[src/pkg/plr_pkg.sv]
/*
 * plr_pkg: constants, register offsets and pin bundle types for the
 * pin level readback block.
 * assumes: byte addresses on an 8-bit register port, 32-bit data words.
 */
`default_nettype none

package plr_pkg;

   // -------------------------------------------------------------------
   // bus geometry
   // -------------------------------------------------------------------
   localparam int unsigned PLR_ADDR_W = 8;
   localparam int unsigned PLR_DATA_W = 32;
   localparam int unsigned PLR_PIN_N  = 23;

   // -------------------------------------------------------------------
   // register offsets (byte addresses)
   // -------------------------------------------------------------------
   localparam logic [PLR_ADDR_W-1:0] PLR_OFS_FUNC   = 8'h10;
   localparam logic [PLR_ADDR_W-1:0] PLR_OFS_DIR    = 8'h14;
   localparam logic [PLR_ADDR_W-1:0] PLR_OFS_OUT    = 8'h18;
   localparam logic [PLR_ADDR_W-1:0] PLR_OFS_LEVEL  = 8'h1c;
   localparam logic [PLR_ADDR_W-1:0] PLR_OFS_CHANGE = 8'h20;

   // -------------------------------------------------------------------
   // field positions inside a register word
   // -------------------------------------------------------------------
   localparam int unsigned PLR_CTL_MSB  = 31;
   localparam int unsigned PLR_CTL_LSB  = 25;
   localparam int unsigned PLR_RSV_MSB  = 24;
   localparam int unsigned PLR_RSV_LSB  = 16;
   localparam int unsigned PLR_DATA_MSB = 15;
   localparam int unsigned PLR_DATA_LSB = 0;
   localparam int unsigned PLR_CTL_N    = PLR_CTL_MSB - PLR_CTL_LSB + 1;
   localparam int unsigned PLR_RSV_N    = PLR_RSV_MSB - PLR_RSV_LSB + 1;
   localparam int unsigned PLR_DATA_N   = PLR_DATA_MSB - PLR_DATA_LSB + 1;

   // -------------------------------------------------------------------
   // reset and fixed values
   // -------------------------------------------------------------------
   localparam logic [PLR_RSV_N-1:0]  PLR_RSV_VAL   = 9'h000;
   localparam logic [PLR_DATA_W-1:0] PLR_WORD_ZERO = 32'h0000_0000;
   localparam logic [PLR_PIN_N-1:0]  PLR_PINS_RST  = 23'h00_0000;

   // -------------------------------------------------------------------
   // pin bundle, msb first in register bit order
   // -------------------------------------------------------------------
   typedef struct packed {
      logic                  rx_frame_sync_pin;
      logic                  rx_high_clock_pin;
      logic                  rx_bit_clock_pin;
      logic                  tx_frame_sync_pin;
      logic                  tx_high_clock_pin;
      logic                  tx_bit_clock_pin;
      logic                  mute_out_pin;
      logic [PLR_DATA_N-1:0] serial_data_pin;
   } plr_pins_s;

   // -------------------------------------------------------------------
   // word <-> bundle; reserved field always comes back as its default
   // -------------------------------------------------------------------
   function automatic logic [PLR_DATA_W-1:0] plr_to_word(input plr_pins_s p);
      logic [PLR_PIN_N-1:0] b;
      b = p;
      return {b[PLR_PIN_N-1:PLR_DATA_N], PLR_RSV_VAL, b[PLR_DATA_N-1:0]};
   endfunction : plr_to_word

   function automatic plr_pins_s plr_from_word(
      input logic [PLR_DATA_W-1:0] w);
      return plr_pins_s'({w[PLR_CTL_MSB:PLR_CTL_LSB],
                          w[PLR_DATA_MSB:PLR_DATA_LSB]});
   endfunction : plr_from_word

endpackage : plr_pkg

`default_nettype wire

[src/plr_pin_level_readback.sv]
/*
 * plr_pin_level_readback: live pin level register of an audio serial
 * port, with the function, direction and output-value registers that
 * decide whether each pin is driven as general-purpose output.
 * assumes: pins are two-way; the surrounding pad logic resolves each
 * wire from the output enable and returns its level on pins_in; all
 * inputs except pins_in are synchronous to core_clk_in.
 */
// Implementation choice: strobed register access.
// How it works
// - a read of the level register returns each pin's level two clocks before the read strobe
// - bits 31..25 show the seven clock, frame sync and mute pins
// - bits 15..0 show serial data pins, 1 high and 0 low
// - bits 24..16 always read back as zero
// - writes into bits 24..16 change nothing
// - after reset level bits follow the pins, no fixed value
// - pin driven from output bit only when function and direction set
`timescale 1ns/1ps
`default_nettype none

module plr_pin_level_readback (
   input  wire logic                           core_clk_in,
   input  wire logic                           rst_b_in,
   // register port
   input  wire logic [plr_pkg::PLR_ADDR_W-1:0] addr_in,
   input  wire logic [plr_pkg::PLR_DATA_W-1:0] wdata_in,
   input  wire logic                           wr_in,
   input  wire logic                           rd_in,
   output var  logic [plr_pkg::PLR_DATA_W-1:0] rdata_out,
   // pins: level seen, value driven, drive enable
   input  wire plr_pkg::plr_pins_s             pins_in,
   output var  plr_pkg::plr_pins_s             pins_out,
   output var  plr_pkg::plr_pins_s             pins_oe_out
);

   // -------------------------------------------------------------------
   // declarations
   // -------------------------------------------------------------------
   typedef enum {
      PLR_SEL_NONE,
      PLR_SEL_FUNC,
      PLR_SEL_DIR,
      PLR_SEL_OUT,
      PLR_SEL_LEVEL,
      PLR_SEL_CHANGE
   } plr_sel_e;

   plr_sel_e                         sel;
   logic                             wr_func;
   logic                             wr_dir;
   logic                             wr_out;
   logic                             wr_change;
   plr_pkg::plr_pins_s               func_q;
   plr_pkg::plr_pins_s               dir_q;
   plr_pkg::plr_pins_s               outv_q;
   plr_pkg::plr_pins_s               level_sync;
   logic [plr_pkg::PLR_PIN_N-1:0]    level_prev_q;
   logic [plr_pkg::PLR_PIN_N-1:0]    change_q;
   logic [plr_pkg::PLR_PIN_N-1:0]    change_d;
   logic [plr_pkg::PLR_PIN_N-1:0]    change_clr;
   logic [plr_pkg::PLR_PIN_N-1:0]    change_set;
   logic [plr_pkg::PLR_PIN_N-1:0]    oe_vec;
   logic [plr_pkg::PLR_PIN_N-1:0]    drv_vec;
   logic [plr_pkg::PLR_DATA_W-1:0]   rdata_d;
   logic                             prev_valid_q;

   // -------------------------------------------------------------------
   // address decode
   // -------------------------------------------------------------------
   always_comb begin
      case (addr_in)
         plr_pkg::PLR_OFS_FUNC: begin
            sel = PLR_SEL_FUNC;
         end
         plr_pkg::PLR_OFS_DIR: begin
            sel = PLR_SEL_DIR;
         end
         plr_pkg::PLR_OFS_OUT: begin
            sel = PLR_SEL_OUT;
         end
         plr_pkg::PLR_OFS_LEVEL: begin
            sel = PLR_SEL_LEVEL;
         end
         plr_pkg::PLR_OFS_CHANGE: begin
            sel = PLR_SEL_CHANGE;
         end
         default: begin
            sel = PLR_SEL_NONE;
         end
      endcase
   end

   // the level register is read-only: a write there, including its
   // reserved field, reaches no storage at all
   assign wr_func   = wr_in && (sel == PLR_SEL_FUNC);
   assign wr_dir    = wr_in && (sel == PLR_SEL_DIR);
   assign wr_out    = wr_in && (sel == PLR_SEL_OUT);
   assign wr_change = wr_in && (sel == PLR_SEL_CHANGE);

   // -------------------------------------------------------------------
   // software registers steering the pin drivers
   // -------------------------------------------------------------------
   // reserved bits of every word are dropped on write, so a stray one
   // from careless software cannot disturb the pins
   plr_field_reg u_func_reg (
      .clk_in   (core_clk_in),
      .rst_b_in (rst_b_in),
      .wr_in    (wr_func),
      .wdata_in (wdata_in),
      .val_out  (func_q)
   );

   plr_field_reg u_dir_reg (
      .clk_in   (core_clk_in),
      .rst_b_in (rst_b_in),
      .wr_in    (wr_dir),
      .wdata_in (wdata_in),
      .val_out  (dir_q)
   );

   plr_field_reg u_out_reg (
      .clk_in   (core_clk_in),
      .rst_b_in (rst_b_in),
      .wr_in    (wr_out),
      .wdata_in (wdata_in),
      .val_out  (outv_q)
   );

   // -------------------------------------------------------------------
   // pin drivers
   // -------------------------------------------------------------------
   // drive only in general-purpose output mode; other functions belong
   // to the serial engine, which is not part of this block
   assign oe_vec  = func_q & dir_q;
   assign drv_vec = outv_q;

   // registered so every pin output comes straight from a flip-flop;
   // costs one cycle between a register write and the pad
   always_ff @(posedge core_clk_in or negedge rst_b_in) begin
      if (!rst_b_in) begin
         pins_oe_out <= plr_pkg::plr_pins_s'(plr_pkg::PLR_PINS_RST);
      end else begin
         pins_oe_out <= plr_pkg::plr_pins_s'(oe_vec);
      end
   end

   always_ff @(posedge core_clk_in or negedge rst_b_in) begin
      if (!rst_b_in) begin
         pins_out <= plr_pkg::plr_pins_s'(plr_pkg::PLR_PINS_RST);
      end else begin
         pins_out <= plr_pkg::plr_pins_s'(drv_vec);
      end
   end

   // -------------------------------------------------------------------
   // pin level capture
   // -------------------------------------------------------------------
   // the pad level is sampled whatever function or direction is set;
   // the synchroniser has no reset so it tracks the pins through reset
   plr_sync2 #(
      .W (plr_pkg::PLR_PIN_N)
   ) u_level_sync (
      .clk_in   (core_clk_in),
      .async_in (pins_in),
      .sync_out (level_sync)
   );

   // -------------------------------------------------------------------
   // level change flags
   // -------------------------------------------------------------------
   // the previous level is not trusted until one sample after reset,
   // so the unknown power-up level raises no false change
   always_ff @(posedge core_clk_in or negedge rst_b_in) begin
      if (!rst_b_in) begin
         prev_valid_q <= 1'b0;
      end else begin
         prev_valid_q <= 1'b1;
      end
   end

   always_ff @(posedge core_clk_in or negedge rst_b_in) begin
      if (!rst_b_in) begin
         level_prev_q <= plr_pkg::PLR_PINS_RST;
      end else begin
         level_prev_q <= level_sync;
      end
   end

   assign change_set = prev_valid_q ?
                       (level_prev_q ^ level_sync) : plr_pkg::PLR_PINS_RST;
   assign change_clr = wr_change ?
                       plr_pkg::PLR_PINS_RST ^ plr_pkg::plr_from_word(wdata_in)
                       : plr_pkg::PLR_PINS_RST;

   // write one to clear; a change in the clearing cycle still sticks
   always_comb begin
      change_d = (change_q & ~change_clr) | change_set;
   end

   always_ff @(posedge core_clk_in or negedge rst_b_in) begin
      if (!rst_b_in) begin
         change_q <= plr_pkg::PLR_PINS_RST;
      end else begin
         change_q <= change_d;
      end
   end

   // -------------------------------------------------------------------
   // read data
   // -------------------------------------------------------------------
   always_comb begin
      rdata_d = plr_pkg::PLR_WORD_ZERO;
      if (rd_in) begin
         case (sel)
            PLR_SEL_FUNC: begin
               rdata_d = plr_pkg::plr_to_word(func_q);
            end
            PLR_SEL_DIR: begin
               rdata_d = plr_pkg::plr_to_word(dir_q);
            end
            PLR_SEL_OUT: begin
               rdata_d = plr_pkg::plr_to_word(outv_q);
            end
            PLR_SEL_LEVEL: begin
               // control pins land in 31..25, data pins in 15..0 and
               // the reserved field is filled with zeros by the pack
               rdata_d = plr_pkg::plr_to_word(level_sync);
            end
            PLR_SEL_CHANGE: begin
               rdata_d = plr_pkg::plr_to_word(change_q);
            end
            default: begin
               rdata_d = plr_pkg::PLR_WORD_ZERO;
            end
         endcase
      end
   end

   // read data stand only in the cycle after the strobe, zero otherwise
   always_ff @(posedge core_clk_in or negedge rst_b_in) begin
      if (!rst_b_in) begin
         rdata_out <= plr_pkg::PLR_WORD_ZERO;
      end else begin
         rdata_out <= rdata_d;
      end
   end

endmodule : plr_pin_level_readback

`default_nettype wire

[src/plr_sync2.sv]
/*
 * plr_sync2: two-stage level synchroniser for a bundle of pins.
 * assumes: inputs are plain levels; no reset, so the output follows
 * the pins from the first clocks onward rather than a fixed value.
 */
`timescale 1ns/1ps
`default_nettype none

module plr_sync2 #(
   parameter int unsigned W = 1
) (
   input  wire logic         clk_in,
   input  wire logic [W-1:0] async_in,
   output var  logic [W-1:0] sync_out
);

   logic [W-1:0] meta_q;

   // first stage is read by the second stage only
   always_ff @(posedge clk_in) begin
      meta_q   <= async_in;
      sync_out <= meta_q;
   end

endmodule : plr_sync2

`default_nettype wire

[src/plr_field_reg.sv]
/*
 * plr_field_reg: software-written pin bundle register.
 * assumes: one-cycle write strobe qualified by address decode upstream.
 */
`timescale 1ns/1ps
`default_nettype none

module plr_field_reg (
   input  wire logic                          clk_in,
   input  wire logic                          rst_b_in,
   input  wire logic                          wr_in,
   input  wire logic [plr_pkg::PLR_DATA_W-1:0] wdata_in,
   output var  plr_pkg::plr_pins_s            val_out
);

   // reserved bits are dropped by the unpack, so they never store
   always_ff @(posedge clk_in or negedge rst_b_in) begin
      if (!rst_b_in) begin
         val_out <= plr_pkg::plr_pins_s'(plr_pkg::PLR_PINS_RST);
      end else if (wr_in) begin
         val_out <= plr_pkg::plr_from_word(wdata_in);
      end
   end

endmodule : plr_field_reg

`default_nettype wire

[config.mk]
export PLATFORM = sky130hd
export DESIGN_NAME = plr_pin_level_readback
export DESIGN_NICKNAME = d
export VERILOG_FILES = /design/src/pkg/plr_pkg.sv /design/src/plr_pin_level_readback.sv /design/src/plr_sync2.sv /design/src/plr_field_reg.sv
export SDC_FILE = /design/constraint.sdc
export NUM_CORES = 1
export LEC_CHECK = 0
export BUFFER_PORTS_ARGS = -buffer_cell sky130_fd_sc_hd__clkbuf_2
export CAP_MARGIN = 10
export CORE_AREA = 2 2 155 157
export DETAILED_ROUTE_END_ITERATION = 6
export DIE_AREA = 0 0 157 159
export PLACE_DENSITY = 0.54
export SLEW_MARGIN = 20
export SYNTH_ARGS = -nofsm -noshare
export SYNTH_HDL_FRONTEND = slang
export SYNTH_SLANG_ARGS = --single-unit
[constraint.sdc]
create_clock -name core_clk_in -period 1 [get_ports core_clk_in]
set_input_delay 0.2 -clock core_clk_in [delete_from_list [all_inputs] [get_ports core_clk_in]]
set_output_delay 0.2 -clock core_clk_in [all_outputs]
set_load 0.02 [all_outputs]
==> metrics <==
outcome=finished, violations left; crit path launch type=input port; master of the slowest instance on the critical path=or4_4; Crit path arrival time=1.88 ns; vias per std cell=4.77; cells along the critical path=buf_6 -> or4_4 -> nor2_4 -> nor4b_4 -> buf_6 -> clkbuf_16 -> mux2_4; pin count of the biggest net entering global routing=41; endpoint type of the worst setup path=flip-flop; area delta synth->final=46.3%; clock buffers created by TritonCTS=26; fraction of final layout cells with drive strength greater than 1=41.1%; number of violations reported at the end of detailed-routing iteration 0=268; Design Area, Final=11,800 um2; Clock power frac=48.5%; maximum operating frequency=676 MHz; highest ir drop seen on vdd=0.901 mV; combined area of all synthesized cells=8040 um2; final critical delay including setup and external delays=1.48 ns; Root Buffer Master=clkbuf_16; Hold Violations, Final=0; switching power as a share of total power=21.1%; total power per unit cell area=1830 nW/um2; die span in y=159 um; sequential fraction of the synthesis area=69.0%; Synth Register Bits=231; Reg power frac=45.9%; CTS clock-pin slew for the worst setup and hold paths=0.06 ns; required time worst endpoint=1.40 ns; Horiz. Die Dim=157 um; class of the tightest hold or removal check=in -> reg; Int Power=17.0 mW; GRT Resource Usage Total=17.2%; Post-DP HPWL=13.0 mm; post-detailed-placement cell area=9450 um2; gr ovfl total=0; final setup fails=184; leakage power summed over all cells=5.42 nW; unrepaired setup endpoints after global routing=true; number of standard cells in the final layout excluding fillers=1,108; synthesized area divided by synthesized cell count=15.0 um2; count of yosys warnings during synthesis=0; global-route wire length before repair=33.0 mm; worst setup path class=in -> reg; critical path fanouts, max=5; weighted congestion at the end of routability-driven global placement=0.809; initial standard-cell utilization of the core=34.7%; number of nets in the layout=836; core area=23,200 um2; count of final max-slew check failures=0; Clk Latency, worst-skew pair=0.51 ns; crit-path most repeated cell=buf_6; remaining antenna violation count after routing=0; max-cap check violation count=0; relative contribution of combinational cells to total power=5.6%; Psw=4.54 mW; TritonCTS clock tree=done; vias in the first global route=5,777; count of TritonRoute iterations in the first routing pass=4; area of the die=25,000 um2; Cell Rows=56; longest individual stage delay on the worst path=0.57 ns; # diodes=0; violations in the final reports=negative setup slack; number of port buffers=126; distinct cell type count of the synthesized netlist=28; final period utilization=148%; top-level port count=145; initial antenna violation count=0; number of vias after detailed routing=5,284; maximum clock skew at final layout=0.00638 ns; maximum clock insertion buffer count=3; placed insts=999; cell count after synthesis=537; CTS sink count=231; setup slack of the critical path after layout=-0.479 ns; total wirelength of the detailed-routed design=21.7 mm; post-placement worst setup slack=-1.03 ns; DRC violation count after routing=0; Setup TNS Final=-62.05 ns; CTS H-tree lvls=1; Routed WL per cell=19.6 um
cells in the final DEF (no fill, tap or decap), types with 2 or more instances in the layout:
cell type,instances
dfrtp_1,185
buf_6,77
clkbuf_2,55
dlygate4sd3_1,47
a22o_1,46
dfxtp_1,46
mux2_4,43
a22oi_1,34
clkbuf_16,30
buf_4,29
mux2_2,26
and2_1,24
nand2_1,23
xor2_1,23
a21oi_1,17
buf_12,17
a22oi_2,12
conb_1,10
clkbuf_1,7
a21oi_2,6
bufinv_16,6
clkbuf_8,4
nor2_4,2
inv_1,2
nor4b_4,2
clkinv_2,2
clkinvlp_4,2
stage by stage:
stage                     power, mW  utilization [%]  hold slack (ns)
after floorplan                10.4                -          -0.0956
after global placement         11.0             40.8            0.136
after detailed placement       11.0             40.8            0.137
after CTS                      21.7             47.9            0.123
after global routing           22.4             50.7            0.116
final                          21.5             50.7            0.135
critical path: cells and delay by family:
| kind | cells | cell delay (ns) |
|---|---|---|
| mux | 1 | 0.30 |
| buf+inv | 3 | 0.45 |
| simple gates | 3 | 0.93 |
synthesized netlist by cell type (all sizes together):
cell type / number / area share, %
or4b: 1 / 0.12
nor2: 3 / 0.23
a22o: 46 / 5.0
or4: 1 / 0.093
clkbuf: 17 / 0.79
nor3: 1 / 0.12
and2: 24 / 1.9
dfxtp: 46 / 11
o21ai: 1 / 0.062
inv: 2 / 0.093
nor4: 1 / 0.16
nor4b: 2 / 0.59
nand2: 24 / 1.2
a22oi: 46 / 4.3
conb: 2 / 0.093
a21oi: 23 / 1.4
mux2: 69 / 11
dfrtp: 185 / 58
nand2b: 1 / 0.078
xor2: 23 / 2.5
buf: 18 / 1.6
nand3: 1 / 0.062
power by group through the flow:
| stage | Combinational, mW | Sequential [mW] | Clock [mW] |
|---|---|---|---|
| after floorplan | 0.376 | 10.0 | 0 |
| after global placement | 0.949 | 10.0 | 0 |
| after detailed placement | 0.978 | 10.0 | 0 |
| after CTS | 1.16 | 9.87 | 10.7 |
| after global routing | 1.32 | 9.92 | 11.1 |
| final | 1.22 | 9.89 | 10.4 |
cell type report:
cell class | count | area [um2]
Clock buffer | 37 | 743
Clock inverter | 11 | 214
Fill cell | 1945 | 11400
Inverter | 2 | 7.51
Multi-Input combinational cell | 277 | 2540
Sequential cell | 231 | 5550
Tap cell | 319 | 399
Timing Repair Buffer | 231 | 2300
timing repair:
item	in CTS	in global routing
gates resized for setup	38	238
hold buffers	47	0
pin swaps	8	16
endpoints found under the hold margin	277	0
cloned	3	3
setup buffers	8	2
setup endpoints to repair	184	184
kinds of logic after synthesis:
family,share of synthesized area (%)
buffers and inverters,2.47
other,0.0934
AND/OR/NAND/NOR,4.48
XOR/XNOR,2.51
flip-flops,69.0
multiplexers,10.6
AO/OA/AOI/OAI,10.8
final timing paths:
path | startpoint | depth (start not counted) | to | slack (ns)
worst min-delay path | rd_in | 4 | rdata_out[28] | 0.13
worst max register to register | u_func_reg.val_out[15] | 3 | rdata_out[15] | -0.04
worst max-delay path | addr_in[1] | 7 | u_out_reg.val_out[11] | -0.48
max in group asynchronous | rst_b_in | 3 | u_func_reg.val_out[4] | 0.31
worst min register to register | u_level_sync.meta_q[16] | 0 | u_level_sync.sync_out[16] | 0.32
min in group asynchronous | rst_b_in | 2 | rdata_out[6] | 0.18
layer usage:
metal,wire length (um),GRT usage [%],part of all wire [%]
met2,9690,26.1,45
met5,0,0,0
met1,10200,25.1,47
met3,1340,3.54,6.2
met4,435,4.38,2.0
(Power assumes the default switching activity.)
